### config.mk
export PLATFORM = sky130hd
export DESIGN_NAME = usw_top
export DESIGN_NICKNAME = d
export VERILOG_FILES = /design/src/usw_pkg.sv /design/src/usw_core_if.sv /design/src/usw_sync.sv /design/src/usw_shift.sv /design/src/usw_top.sv
export VERILOG_INCLUDE_DIRS = /design/src /design/src/src
export SDC_FILE = /design/constraint.sdc
export NUM_CORES = 1
export LEC_CHECK = 0
export ABC_AREA = 1
export BUFFER_PORTS_ARGS = -buffer_cell sky130_fd_sc_hd__buf_2
export CAP_MARGIN = 20
export CORE_MARGIN = 1.5
export CORE_UTILIZATION = 39
export DETAILED_ROUTE_END_ITERATION = 16
export PLACE_DENSITY = 0.66
export SYNTH_ARGS = -nofsm -noshare
export SYNTH_HDL_FRONTEND = slang
export SYNTH_HIERARCHICAL = 1
export SYNTH_SLANG_ARGS = --single-unit
### constraint.sdc
create_clock -name MCLK -period 3.4 [get_ports MCLK]
set_clock_uncertainty 0.15 [all_clocks]
set_input_delay 0.68 -clock MCLK [delete_from_list [all_inputs] [get_ports MCLK]]
set_output_delay 0.68 -clock MCLK [all_outputs]
set_load 0.005 [all_outputs]
### src/usw_regs.svh
// Register offsets, field positions, reset values and bus codes of the serial wire-mode unit
`ifndef USW_REGS_SVH
`define USW_REGS_SVH

// ************************************************************
// Register byte addresses (one aligned 32-bit word each)
// ************************************************************
`define USW_AW             8
`define USW_OFS_CTRL       8'h00
`define USW_OFS_STAT       8'h04
`define USW_OFS_DATA       8'h08
`define USW_OFS_PORT       8'h0c

// ************************************************************
// Control register fields
// ************************************************************
`define USW_CTRL_SIE       7
`define USW_CTRL_OIE       6
`define USW_CTRL_WM_LO     4
`define USW_CTRL_CS_LO     2
`define USW_CTRL_CLK       1
`define USW_CTRL_TC        0

// ************************************************************
// Status register fields
// ************************************************************
`define USW_STAT_SIF       7
`define USW_STAT_OIF       6
`define USW_STAT_CNT_LO    0

// ************************************************************
// Port register fields and pin indices
// ************************************************************
`define USW_PIN_DO         0
`define USW_PIN_DI         1
`define USW_PIN_CK         2
`define USW_PORT_DIR_LO    4
`define USW_PORT_LVL_LO    8

// ************************************************************
// Reset values and bus answer codes
// ************************************************************
`define USW_RST_BYTE       8'h00
`define USW_RESP_OKAY      2'h0
`define USW_RESP_SLVERR    2'h2

`endif

### src/usw_pkg.sv
// Types shared by the serial wire-mode unit modules
package usw_pkg;

  // Wire mode encodings in field order
  typedef enum logic [1:0] {USW_WM_OFF, USW_WM_THREE, USW_WM_TWO, USW_WM_TWO_HOLD} usw_wire_type;

  // Whole state of the top module
  typedef struct packed {
    logic [1:0]   irq_en;    // Stored enable bits, no interrupt logic here
    usw_wire_type wm;        // Wire mode select
    logic [1:0]   cs;        // Clock source select
    logic         clksel;    // Stored strobe selection under external clock
    logic [2:0]   port;      // Port output bits per pin
    logic [2:0]   dir;       // Direction bits per pin
    logic         sif;       // Start condition flag
    logic         oif;       // Counter overflow flag
    logic         ck_prev;   // Clock pin level last cycle
    logic         sda_prev;  // Data pin level last cycle
    logic [2:0]   pin_o;     // Registered pin output values
    logic [2:0]   pin_oe;    // Registered pin output enables
    logic [2:0]   pin_pu;    // Registered pin pull-up enables
    logic         bvalid;    // Write answer pending
    logic [1:0]   bresp;     // Write answer code
    logic         rvalid;    // Read answer pending
    logic [31:0]  rdata;     // Read answer data
    logic [1:0]   rresp;     // Read answer code
  } usw_top_state_type;

  // Whole state of the shift core
  typedef struct packed {
    logic [7:0] sr;     // Shift register
    logic [3:0] cnt;    // 4-bit counter
    logic       latch;  // Data output latch
  } usw_shift_state_type;

endpackage

### src/usw_core_if.sv
// Interface between the control top and the shift core
`timescale 1ns/1ps
interface usw_core_if;
  logic       shift_p;     // One-cycle shift request
  logic       count_p;     // One-cycle counter increment
  logic       din;         // Sampled serial input level
  logic       latch_open;  // Output latch transparent
  logic       wr_sr_en;    // Software write of shift register
  logic [7:0] wr_sr;       // Written shift register value
  logic       wr_cnt_en;   // Software write of counter
  logic [3:0] wr_cnt;      // Written counter value
  logic [7:0] sr;          // Current shift register
  logic [3:0] cnt;         // Current counter
  logic       dout;        // Latched serial output
  logic       wrap;        // Counter wraps this cycle

  modport ctl (output shift_p, count_p, din, latch_open, wr_sr_en, wr_sr, wr_cnt_en, wr_cnt,
               input sr, cnt, dout, wrap);
  modport core (input shift_p, count_p, din, latch_open, wr_sr_en, wr_sr, wr_cnt_en, wr_cnt,
                output sr, cnt, dout, wrap);
endinterface

### src/usw_sync.sv
// Two-flop synchroniser for pin levels
`timescale 1ns/1ps
module usw_sync #(
  parameter int W = 2
) (
  input  wire logic         clk,
  input  wire logic         rst,
  input  wire logic [W-1:0] async_in,
  output logic      [W-1:0] sync_out
);
  // ************************************************************
  // State
  // ************************************************************
  typedef struct packed {
    logic [W-1:0] s1;  // First stage, read only by the second
    logic [W-1:0] s2;  // Second stage, safe to use
  } usw_sync_state_type;

  usw_sync_state_type q;
  usw_sync_state_type d;

  // Shift the pins through both stages
  always_comb
  begin
    d.s1 = async_in;
    d.s2 = q.s1;
  end

  // Register the copy
  always_ff @(posedge clk)
  begin
    if (rst)
      q <= '0;
    else
      q <= d;
  end

  assign sync_out = q.s2;
endmodule

### src/usw_shift.sv
// Shift register, 4-bit counter and data output latch
`timescale 1ns/1ps
`include "usw_regs.svh"
module usw_shift (
  input  wire logic clk,
  input  wire logic rst,
  usw_core_if.core  bus
);
  // ************************************************************
  // State
  // ************************************************************
  usw_pkg::usw_shift_state_type q;
  usw_pkg::usw_shift_state_type d;
  logic                         out_bit;  // Latch output seen by pins

  // Software write wins over a shift in the same cycle
  always_comb
  begin
    d = q;
    if (bus.wr_sr_en)
      d.sr = bus.wr_sr;
    else if (bus.shift_p)
      d.sr = {q.sr[6:0], bus.din};
    if (bus.wr_cnt_en)
      d.cnt = bus.wr_cnt;
    else if (bus.count_p)
      d.cnt = 4'(q.cnt + 4'h1);
    d.latch = out_bit;
  end

  // Open latch follows the MSB, closed latch keeps the last value
  assign out_bit = bus.latch_open ? q.sr[7] : q.latch;

  // Register the copy
  always_ff @(posedge clk)
  begin
    if (rst)
      q <= '0;
    else
      q <= d;
  end

  assign bus.sr   = q.sr;
  assign bus.cnt  = q.cnt;
  assign bus.dout = out_bit;
  assign bus.wrap = bus.count_p & ~bus.wr_cnt_en & (q.cnt == 4'hf);
endmodule

### src/usw_top.sv
// Wire-mode and clock-source control of the universal serial unit, with AXI4-Lite registers
//
// The implementer's own choices: the address map and register access over AXI4-Lite.
`timescale 1ns/1ps
`include "usw_regs.svh"

// Contract
// - Mode 00: outputs, hold, start detector off
// - Three-wire: shift output replaces data port bit
// - Three-wire: input and clock pins stay port
// - Two-wire: open-drain drivers enabled by direction
// - SDA low when shift bit or port zero
// - SCL low when port zero or hold
// - Start detected holds SCL until flag cleared
// - Two-wire: pull-ups off, inputs unaffected
// - Mode 11: overflow holds SCL until cleared
// - External clock latches output on opposite edge
// - Select 00/01: strobe, none, or timer match
// - Select 1x: external edge, counter both edges
// - Strobe bit stores counter source under external
// - Strobe write shifts once and increments counter
// - Toggle write inverts clock port bit, reads zero
// - Toggle write increments counter when selected
// - Overflow flag on wrap, cleared by one
// - Start flag on start, cleared by one
module usw_top (
  input  wire logic              MCLK,
  input  wire logic              SYS_RST,
  input  wire logic [`USW_AW-1:0] S_AXI_AWADDR,
  input  wire logic              S_AXI_AWVALID,
  output logic                   S_AXI_AWREADY,
  input  wire logic [31:0]       S_AXI_WDATA,
  input  wire logic [3:0]        S_AXI_WSTRB,
  input  wire logic              S_AXI_WVALID,
  output logic                   S_AXI_WREADY,
  output logic [1:0]             S_AXI_BRESP,
  output logic                   S_AXI_BVALID,
  input  wire logic              S_AXI_BREADY,
  input  wire logic [`USW_AW-1:0] S_AXI_ARADDR,
  input  wire logic              S_AXI_ARVALID,
  output logic                   S_AXI_ARREADY,
  output logic [31:0]            S_AXI_RDATA,
  output logic [1:0]             S_AXI_RRESP,
  output logic                   S_AXI_RVALID,
  input  wire logic              S_AXI_RREADY,
  input  wire logic              TMR_MATCH,
  input  wire logic              SDIN_I,
  input  wire logic              SCLK_I,
  output logic                   SDOUT_O,
  output logic                   SDOUT_OE,
  output logic                   SDOUT_PU,
  output logic                   SDIN_O,
  output logic                   SDIN_OE,
  output logic                   SDIN_PU,
  output logic                   SCLK_O,
  output logic                   SCLK_OE,
  output logic                   SCLK_PU
);
  // ************************************************************
  // Declarations
  // ************************************************************
  usw_pkg::usw_top_state_type q;           // Registered state
  usw_pkg::usw_top_state_type d;           // Next state
  usw_core_if                 core ();     // Link to the shift core
  logic [1:0]                 pin_s;       // Synchronised {clock, data} levels
  logic                       ck_s;        // Clock pin level
  logic                       sda_s;       // Data pin level
  logic                       wr_go;       // Write address and data taken
  logic                       rd_go;       // Read address taken
  logic [7:0]                 wdat;        // Written byte
  logic                       wen_ctrl;    // Write hits control
  logic                       wen_stat;    // Write hits status
  logic                       wen_data;    // Write hits data
  logic                       wen_port;    // Write hits port
  logic                       wr_map;      // Write address is mapped
  logic                       strobe_p;    // Clock strobe pulse
  logic                       toggle_p;    // Toggle clock pulse
  logic                       ck_rise;     // Clock pin rising edge
  logic                       ck_fall;     // Clock pin falling edge
  logic                       start_p;     // Start condition seen
  logic                       two_wire;    // Either two-wire mode
  logic                       hold;        // Clock hold request
  logic [7:0]                 rd_byte;     // Read mux result
  logic                       rd_map;      // Read address is mapped

  // ************************************************************
  // Pin synchronisation and shift core
  // ************************************************************
  // Pins are foreign to MCLK, so both stages come before any edge logic
  usw_sync #(.W(2)) u_sync (
    .clk      (MCLK),
    .rst      (SYS_RST),
    .async_in ({SCLK_I, SDIN_I}),
    .sync_out (pin_s)
  );
  assign ck_s  = pin_s[1];
  assign sda_s = pin_s[0];

  usw_shift u_shift (
    .clk (MCLK),
    .rst (SYS_RST),
    .bus (core)
  );

  // ************************************************************
  // Bus handshake and decode
  // ************************************************************
  // Address and data are taken together; one answer outstanding per channel
  assign wr_go         = S_AXI_AWVALID & S_AXI_WVALID & ~q.bvalid;
  assign rd_go         = S_AXI_ARVALID & ~q.rvalid;
  assign S_AXI_AWREADY = wr_go;
  assign S_AXI_WREADY  = wr_go;
  assign S_AXI_ARREADY = ~q.rvalid;
  assign wdat          = S_AXI_WDATA[7:0];

  // Only byte lane 0 carries register bits
  assign wen_ctrl = wr_go & S_AXI_WSTRB[0] & (S_AXI_AWADDR == `USW_OFS_CTRL);
  assign wen_stat = wr_go & S_AXI_WSTRB[0] & (S_AXI_AWADDR == `USW_OFS_STAT);
  assign wen_data = wr_go & S_AXI_WSTRB[0] & (S_AXI_AWADDR == `USW_OFS_DATA);
  assign wen_port = wr_go & S_AXI_WSTRB[0] & (S_AXI_AWADDR == `USW_OFS_PORT);
  assign wr_map   = (S_AXI_AWADDR == `USW_OFS_CTRL) | (S_AXI_AWADDR == `USW_OFS_STAT) |
                    (S_AXI_AWADDR == `USW_OFS_DATA) | (S_AXI_AWADDR == `USW_OFS_PORT);

  // Strobe counts only when the write itself selects software strobe
  assign strobe_p = wen_ctrl & wdat[`USW_CTRL_CLK] & (wdat[`USW_CTRL_CS_LO+:2] == 2'h0);
  assign toggle_p = wen_ctrl & wdat[`USW_CTRL_TC];

  // ************************************************************
  // Edge and start detection
  // ************************************************************
  assign ck_rise  = ck_s & ~q.ck_prev;
  assign ck_fall  = ~ck_s & q.ck_prev;
  assign two_wire = q.wm[1];
  // Start: data falls while clock stays high; dead in modes 00 and 01
  assign start_p  = two_wire & ~sda_s & q.sda_prev & ck_s & q.ck_prev;
  // Hold after start in both two-wire modes, after overflow only in mode 11
  assign hold     = (two_wire & q.sif) | ((q.wm == usw_pkg::USW_WM_TWO_HOLD) & q.oif);

  // ************************************************************
  // Clock source selection to the shift core
  // ************************************************************
  always_comb
  begin
    core.shift_p = 1'b0;
    core.count_p = 1'b0;
    unique case (q.cs)
      2'h0:
      begin
        // Software strobe clocks both units
        core.shift_p = strobe_p;
        core.count_p = strobe_p;
      end
      2'h1:
      begin
        // Timer compare match clocks both units
        core.shift_p = TMR_MATCH;
        core.count_p = TMR_MATCH;
      end
      2'h2:
      begin
        core.shift_p = ck_rise;
        core.count_p = q.clksel ? toggle_p : (ck_rise | ck_fall);
      end
      2'h3:
      begin
        core.shift_p = ck_fall;
        core.count_p = q.clksel ? toggle_p : (ck_rise | ck_fall);
      end
    endcase
  end

  // Internal sources keep the latch open; external opens it away from the sample edge
  assign core.latch_open = ~q.cs[1] | (q.cs[0] ? ck_s : ~ck_s);
  assign core.din        = sda_s;
  assign core.wr_sr_en   = wen_data;
  assign core.wr_sr      = wdat;
  assign core.wr_cnt_en  = wen_stat;
  assign core.wr_cnt     = wdat[`USW_STAT_CNT_LO+:4];

  // ************************************************************
  // Next state: registers, flags and pins
  // ************************************************************
  always_comb
  begin
    d          = q;
    d.ck_prev  = ck_s;
    d.sda_prev = sda_s;
    // Control register; strobe and toggle bits are never stored as such
    if (wen_ctrl)
    begin
      d.irq_en = wdat[`USW_CTRL_OIE+:2];
      d.wm     = usw_pkg::usw_wire_type'(wdat[`USW_CTRL_WM_LO+:2]);
      d.cs     = wdat[`USW_CTRL_CS_LO+:2];
      d.clksel = wdat[`USW_CTRL_CS_LO+1] & wdat[`USW_CTRL_CLK];
    end
    // Port and direction bits
    if (wen_port)
    begin
      d.port = wdat[2:0];
      d.dir  = wdat[`USW_PORT_DIR_LO+:3];
    end
    // Toggle inverts the clock port bit whatever the direction
    if (toggle_p)
      d.port[`USW_PIN_CK] = ~q.port[`USW_PIN_CK];
    // Start flag: start in two-wire, counter step otherwise; set beats clear
    d.sif = (q.sif & ~(wen_stat & wdat[`USW_STAT_SIF])) |
            (two_wire ? start_p : core.count_p);
    // Overflow flag: wrap sets, one clears; set beats clear
    d.oif = (q.oif & ~(wen_stat & wdat[`USW_STAT_OIF])) | core.wrap;

    // Default: every pin behaves as a plain port pin
    d.pin_o  = q.port;
    d.pin_oe = q.dir;
    d.pin_pu = q.port & ~q.dir;
    unique case (q.wm)
      usw_pkg::USW_WM_OFF:
      begin
        // Plain port pins, nothing else to do
        d.pin_o = q.port;
      end
      usw_pkg::USW_WM_THREE:
      begin
        // Shift output replaces the data port bit; input and clock pins untouched
        d.pin_o[`USW_PIN_DO] = core.dout;
      end
      default:
      begin
        // Both two-wire modes: open drain, never drive high, no pull-ups
        d.pin_o[`USW_PIN_DI]  = 1'b0;
        d.pin_o[`USW_PIN_CK]  = 1'b0;
        d.pin_oe[`USW_PIN_DI] = q.dir[`USW_PIN_DI] & (~core.dout | ~q.port[`USW_PIN_DI]);
        d.pin_oe[`USW_PIN_CK] = q.dir[`USW_PIN_CK] & (~q.port[`USW_PIN_CK] | hold);
        d.pin_pu[`USW_PIN_DI] = 1'b0;
        d.pin_pu[`USW_PIN_CK] = 1'b0;
      end
    endcase

    // Write answer: unmapped addresses get SLVERR
    if (wr_go)
    begin
      d.bvalid = 1'b1;
      d.bresp  = wr_map ? `USW_RESP_OKAY : `USW_RESP_SLVERR;
    end
    else if (S_AXI_BREADY)
      d.bvalid = 1'b0;
    // Read answer
    if (rd_go)
    begin
      d.rvalid = 1'b1;
      d.rdata  = {24'h0, rd_byte};
      d.rresp  = rd_map ? `USW_RESP_OKAY : `USW_RESP_SLVERR;
    end
    else if (S_AXI_RREADY)
      d.rvalid = 1'b0;
  end

  // ************************************************************
  // Read mux
  // ************************************************************
  // Strobe and toggle bits always read zero
  always_comb
  begin
    rd_map  = 1'b1;
    rd_byte = `USW_RST_BYTE;
    unique case (S_AXI_ARADDR)
      `USW_OFS_CTRL: rd_byte = {q.irq_en, q.wm, q.cs, 2'h0};
      `USW_OFS_STAT: rd_byte = {q.sif, q.oif, 2'h0, core.cnt};
      `USW_OFS_DATA: rd_byte = core.sr;
      `USW_OFS_PORT: rd_byte = {1'b0, q.dir, 1'b0, q.port};
      default:       rd_map  = 1'b0;
    endcase
  end

  // ************************************************************
  // State register
  // ************************************************************
  always_ff @(posedge MCLK)
  begin
    if (SYS_RST)
      q <= '0;
    else
      q <= d;
  end

  // ************************************************************
  // Outputs, all from flip-flops except the ready signals
  // ************************************************************
  assign S_AXI_BVALID = q.bvalid;
  assign S_AXI_BRESP  = q.bresp;
  assign S_AXI_RVALID = q.rvalid;
  assign S_AXI_RDATA  = q.rdata;
  assign S_AXI_RRESP  = q.rresp;
  assign SDOUT_O      = q.pin_o[`USW_PIN_DO];
  assign SDOUT_OE     = q.pin_oe[`USW_PIN_DO];
  assign SDOUT_PU     = q.pin_pu[`USW_PIN_DO];
  assign SDIN_O       = q.pin_o[`USW_PIN_DI];
  assign SDIN_OE      = q.pin_oe[`USW_PIN_DI];
  assign SDIN_PU      = q.pin_pu[`USW_PIN_DI];
  assign SCLK_O       = q.pin_o[`USW_PIN_CK];
  assign SCLK_OE      = q.pin_oe[`USW_PIN_CK];
  assign SCLK_PU      = q.pin_pu[`USW_PIN_CK];

  // ************************************************************
  // Assertions
  // ************************************************************
  a_off_mode_port: assert property (@(posedge MCLK) disable iff (SYS_RST)
    (q.wm == usw_pkg::USW_WM_OFF) |=> (SCLK_O == $past(q.port[2])) && (SDOUT_OE == $past(q.dir[0])))
    else $error("mode 00 pins do not follow port bits");

  a_three_wire_out: assert property (@(posedge MCLK) disable iff (SYS_RST)
    (q.wm == usw_pkg::USW_WM_THREE) |=> (SDOUT_O == $past(core.dout)) && (SCLK_O == $past(q.port[2])))
    else $error("three-wire data output wrong");

  a_sda_release: assert property (@(posedge MCLK) disable iff (SYS_RST)
    (two_wire && core.dout && q.port[1]) |=> !SDIN_OE && !SDIN_O && !SDIN_PU)
    else $error("SDA not released");

  a_scl_start_hold: assert property (@(posedge MCLK) disable iff (SYS_RST)
    (two_wire && q.sif && q.dir[2] && !(wen_stat || wen_ctrl || wen_port)) |=> SCLK_OE [*2])
    else $error("SCL not held after start");

  a_ovf_hold: assert property (@(posedge MCLK) disable iff (SYS_RST)
    (q.wm == usw_pkg::USW_WM_TWO_HOLD) && q.oif && q.dir[2] |=> SCLK_OE)
    else $error("SCL not held after overflow");

  a_strobe_count: assert property (@(posedge MCLK) disable iff (SYS_RST)
    (strobe_p && q.cs == 2'h0) |=> core.cnt == 4'($past(core.cnt) + 4'h1))
    else $error("strobe did not step counter");

  a_toggle_invert: assert property (@(posedge MCLK) disable iff (SYS_RST)
    toggle_p |=> q.port[2] != $past(q.port[2]))
    else $error("toggle did not invert clock port bit");

  a_toggle_count: assert property (@(posedge MCLK) disable iff (SYS_RST)
    (toggle_p && q.cs[1] && q.clksel && !wen_stat) |=> core.cnt == 4'($past(core.cnt) + 4'h1))
    else $error("toggle did not step counter");

  a_ovf_set: assert property (@(posedge MCLK) disable iff (SYS_RST)
    core.wrap |=> q.oif && core.cnt == 4'h0)
    else $error("overflow flag not set on wrap");

  a_start_sticky: assert property (@(posedge MCLK) disable iff (SYS_RST)
    (q.sif && !wen_stat) |=> q.sif)
    else $error("start flag dropped without clear");

  a_write_answer: assert property (@(posedge MCLK) disable iff (SYS_RST)
    wr_go |=> S_AXI_BVALID && (S_AXI_BRESP == $past(wr_map ? `USW_RESP_OKAY : `USW_RESP_SLVERR)))
    else $error("write answer missing");
endmodule

==> impl_metrics.toml, run 1 <==
[run_status]
status = "completed"

[logic_synthesis]
syn_area_per_cell_um2 = 7.06
ys_seq_area_share_pct = 37.0
synthesis.area_mm2 = 0.00298
synthTopCellsByArea = "dfxtp_1, buf_4, nand2_1"
yosysUniqueCellTypes = 33
synth_seq_cells = 55
ys_warn_count = 6
yosysTopAreaCell = "dfxtp_1"
synthCells = 422
synth.top_cell.area_share_pct = 37.0

[critical_path]
cp-end-kind = "primary output"
worst_ep_required_time_ns = 2.57
crit_type = "input port to primary output"
cp_max_fo = 5
start_kind = "input port"
cp.arrival_ns = 1.16

[sta]
tns_ns = 0
rsz0062_at_grt = "no"
fmax_mhz = 503
slew_viol_final = 0
finalCriticalPeriod_ns = 1.99
setup_violations = 0
hold_viol_final = 0
finalCritPeriodShare_pct = 58.4
setup_slack_ns = 1.41

[clocking]
clk_pin_slew_worst_paths_ns = 0.09
ctsResizeCount = 0
post_cts_buffers = 0
htreeDepth = 2
clockBufferDepth = 2
insertion_delay_ns = 0.32
cts_tree = "built"
clockRootBuffer = "clkbuf_8"
cts_buffers = 5
cts_sinks = 55
hold_buffers = 0

[pwr]
ir_drop_uv = 186
total_power_mw = 1.12
cellPowerDensity_mw_per_mm2 = 350
power.leakage_nw = 1.56

[die]
die_area_mm2 = 0.00817
core_area_mm2 = 0.00733
start_util_pct = 40.6
die-width_um = 90.4
ios = 112
die_h_um = 90.4
rows = 31

[grt]
gr-total-overflow = 0
antenna_found_initial = 0
grt_pass1_vias = 2159
track_usage_pct = 15.9
grt_pass1_wl_mm = 10.5
grt_max_degree = 22

[final_layout]
num_antenna_cells = 0
stdcell_count = 559
multiInputGateArea_mm2 = 0.00137
fillCellCount = 792
syn2layout_area_growth_pct = 7.10
regArea_mm2 = 0.00110
final_layout_size_suffix_gt1_share_pct = 20.9
final_nets = 524
stdcell_area_mm2 = 0.00319

[placed_design]
port_buffers = 58
placed_area_mm2 = 0.00310
dp_hpwl_mm = 4.88
placed_cells = 551
post-place-ws_ns = 1.09
gp_congestion = 0.811

[route]
num_vias = 2513
drc = 0
wl_per_cell_um = 11.3
drt-total-wl_mm = 6.32
drt_iter0_markers = 166
antenna_left = 0
via_per_inst = 4.50
drt_pass1_iterations = 4

[hold_path]
worstHoldPathType = "register to register"

[job]
cap_violations = 0
routing by layer:
layer | vias to the layer above | share of wire [%] | track usage (%)
met5 | - | 0 | 0
met4 | 0 | 1.4 | 5.95
met3 | 7 | 5.3 | 3.03
met2 | 65 | 44 | 23.9
met1 | 1104 | 49 | 22.3
li1 | 1337 | - | -
through the flow:
step | hold slack (ns) | util (%)
2_1_floorplan | 0.238 | -
3_3_place_gp | 0.240 | 42.3
3_5_place_dp | 0.245 | 42.3
4_1_cts | 0.259 | 43.5
5_1_grt | 0.283 | 43.5
6_report | 0.258 | 43.5
logic make-up (layout without fill, tap and decap cells):
kind of cell,after synthesis,after routing,share of synthesized area [%]
compound gates,52,52,9.62
flops,55,55,37.0
xor+xnor,1,1,0.294
buf+inv,107,120,20.1
simple gates,203,203,31.6
fa+ha+maj,3,3,1.26
other cells,1,26,0.126
final timing paths:
| path | startpoint | endpoint | slack [ns] | depth (start not counted) |
|---|---|---|---|---|
| setup reg to reg | S_AXI_BVALID$_SDFFE_PP0P_ | u_shift/bus.cnt[1]$_SDFFE_PP0P_ | 1.53 | 12 |
| hold reg to reg | u_sync/d[0]$_SDFF_PP0_ | u_sync/sync_out[0]$_SDFF_PP0_ | 0.26 | 2 |
| hold / removal | u_sync/d[0]$_SDFF_PP0_ | u_sync/sync_out[0]$_SDFF_PP0_ | 0.26 | 2 |
| setup / recovery | S_AXI_AWVALID | S_AXI_WREADY | 1.41 | 4 |
critical path, stage by stage:
cell	delay [ns]
buf_2	0.10
nand3_4	0.10
inv_1	0.14
buf_2	0.13
cells in the mapped netlist:
cell type,n
nand3_1,44
nor2_1,37
nor2_8,1
inv_1,41
nand4_2,1
a211oi_2,1
buf_1,1
nand2_2,1
nor2_4,5
o21ai_1,15
o21a_1,1
nor3_1,6
o211ai_1,1
a31oi_2,1
ha_1,3
nand2_1,96
dfxtp_1,55
conb_1,1
inv_2,10
o21ai_0,5
xor2_1,1
nand3_4,1
a21boi_0,2
a31oi_1,1
buf_4,49
buf_6,1
nor4b_1,1
nand4_1,3
nor2_2,5
a21oi_1,25
buf_2,5
nand3_2,1
nand2_4,1
sequential cells by signal, indices dropped and copies added (netlist names), 2 cells and up:
register / cells
S_AXI_RDATA: 8
q: 16
u_shift/bus.cnt: 4
u_shift/bus.sr: 8
u_sync/d: 2
u_sync/sync_out: 2
report_power, final:
group | internal [mW] | switching (mW) | leakage (nW) | total (mW)
Combinational | 0.0311 | 0.0629 | 1.07 | 0.0940
Sequential | 0.650 | 0.00326 | 0.445 | 0.653
Clock | 0.148 | 0.221 | 0.0418 | 0.370
placed cells by master (no fill, tap or decap):
cell type	count
nand2_1	96
buf_2	58
dfxtp_1	55
nand3_1	44
inv_1	41
nor2_1	37
conb_1	26
a21oi_1	25
o21ai_1	15
inv_2	10
nor3_1	6
o21ai_0	5
nor2_4	5
nor2_2	5
clkbuf_8	5
nand4_1	3
ha_1	3
buf_4	3
a21boi_0	2
nand3_4	1
nand2_2	1
nor2_8	1
nand3_2	1
nor4b_1	1
a31oi_1	1
o21a_1	1
nand2_4	1
nand4_2	1
a211oi_2	1
inv_6	1
clkinvlp_4	1
clkbuf_1	1
a31oi_2	1
xor2_1	1
o211ai_1	1
layout make-up:
| class | instances | area share (%) |
|---|---|---|
| Clock buffer | 6 | 2.27 |
| Clock inverter | 2 | 0.510 |
| Inverter | 51 | 6.00 |
| Multi-Input combinational cell | 285 | 43.0 |
| Sequential cell | 55 | 34.5 |
| Tap cell | 99 | 3.88 |
| Timing Repair Buffer | 61 | 9.80 |
No activity file was read; power rests on OpenSTA's default activity.
==> run 2, diff against run 1 <==
Clock period 3.4 ns to 2 ns, I/O delays scaled along.
==> impl_metrics.toml, run 2 (synthesized netlist as in run 1, its figures left out) <==
[clocking]
cts_tree = "built"
insertion_delay_ns = 0.32
htreeDepth = 2
clockRootBuffer = "clkbuf_8"
post_cts_buffers = 0
cts_sinks = 55
clk_pin_slew_worst_paths_ns = 0.11
cts_buffers = 5
ctsResizeCount = 0
hold_buffers = 0
clockBufferDepth = 2

[critical_path]
cp-end-kind = "register"
critical_path.top_delay_family = "simple AND/OR/NAND/NOR gates"
cp.arrival_ns = 1.85
cp_cell_sequence = "inv_2 -> nand3_4 -> nor2_8 -> nor4b_1 -> buf_4 -> inv_1 -> nand2_1 -> inv_1 -> nand2_1 -> nand3_1 -> nand2_1 -> inv_1"
r2r_setup_slack_ns = 0.24
worst_ep_required_time_ns = 2.08
r2r_start = "S_AXI_BVALID$_SDFFE_PP0P_"
critical_path_buf_inv_count = 5
cp_max_fo = 7
critical-path-max-stage-delay_ns = 0.33
startpoint = "S_AXI_BVALID$_SDFFE_PP0P_"
start_kind = "register"
crit_type = "register to register"
cpMaxStageDelayCell = "dfxtp_1"

[final_layout]
final_nets = 530
num_antenna_cells = 0
largest_register_ffs = 16
post-route-util_pct = 44.5
final_layout_size_suffix_gt1_share_pct = 22.1
regMostFlops = "q"
final_common_cell = "nand2_1"
stdcell_area_mm2 = 0.00326
final_cell_mix = "nand2_1, buf_2, dfxtp_1"
syn2layout_area_growth_pct = 9.53
stdcell_count = 565

[grt]
gr-total-overflow = 0
grt_max_degree = 22
grt_pass1_wl_mm = 10.9
grt_pass1_vias = 2299
antenna_found_initial = 0
track_usage_pct = 16.5

[route]
drt-total-wl_mm = 6.50
drc = 0
antenna_left = 0
via_per_inst = 4.53
wl_per_cell_um = 11.5
drt_iter0_markers = 202
num_vias = 2561
drt_pass1_iterations = 4

[placed_design]
port_buffers = 58
placed_area_mm2 = 0.00315
placed_cells = 557
gp_congestion = 0.816
dp_hpwl_mm = 5.06
post-place-ws_ns = 0.0476

[sta]
slew_viol_final = 0
hold_viol_final = 0
tns_ns = 0
setup_violations = 0
fmax_mhz = 567
finalCritPeriodShare_pct = 88.2
hold_slack_ns = 0.119
rsz0062_at_grt = "no"
finalCriticalPeriod_ns = 1.76
setup_slack_ns = 0.235

[die]
ios = 112
die_h_um = 90.4
start_util_pct = 40.6
rows = 31
die_area_mm2 = 0.00817
core_area_mm2 = 0.00733
die-width_um = 90.4

[hold_path]
min_from = "SCLK_I"
worstHoldPathType = "input port to register"

[pwr]
power.leakage_nw = 1.60
ir_drop_uv = 295
total_power_mw = 2.05
cellPowerDensity_mw_per_mm2 = 627

[run_status]
status = "completed"

[job]
cap_violations = 0
[run 2: cell count changes in the layout (fill, tap and decap cells not counted)]
cell,before,now
clkinv_4,0,1
bufinv_16,0,1
clkinvlp_4,1,0
buf_4,3,9
clkbuf_1,1,0
[run 2: cell type report]
| cell class | count | area, um^2 |
|---|---|---|
| tap | 99 | 124 |
| clock buffer | 5 | 68.8 |
| timing repair buffer | 67 | 358 |
| fill | 761 | 4070 |
| multi-input combinational | 285 | 1370 |
| inverter | 51 | 191 |
| sequential | 55 | 1100 |
| clock inverter | 3 | 47.5 |
[run 2: tightest hold or removal path, stage by stage]
cell and delay, ns:
buf_2 0.09, inv_1 0.04, nor2_1 0.03
[run 2: metal layers]
metal | routed length (um) | up-vias | track usage (%)
met5 | 0 | - | 0
met4 | 86 | 0 | 4.50
met3 | 462 | 8 | 3.87
met2 | 2930 | 86 | 26.8
met1 | 3030 | 1116 | 21.8
li1 | - | 1351 | -
[run 2: final timing paths]
| check | cells past startpoint | endpoint |
|---|---|---|
| hold / removal | 3 | u_sync/d[1]$_SDFF_PP0_ |
| setup reg to reg | 12 | u_shift/bus.cnt[1]$_SDFFE_PP0P_ |
| setup / recovery | 12 | u_shift/bus.cnt[1]$_SDFFE_PP0P_ |
| hold reg to reg | 2 | u_sync/sync_out[1]$_SDFF_PP0_ |
[run 2: report_power, final]
group          switching (mW)  internal, mW
Clock                   0.389         0.380
Sequential            0.00592          1.11
Combinational           0.109        0.0582
Total                   0.504          1.54
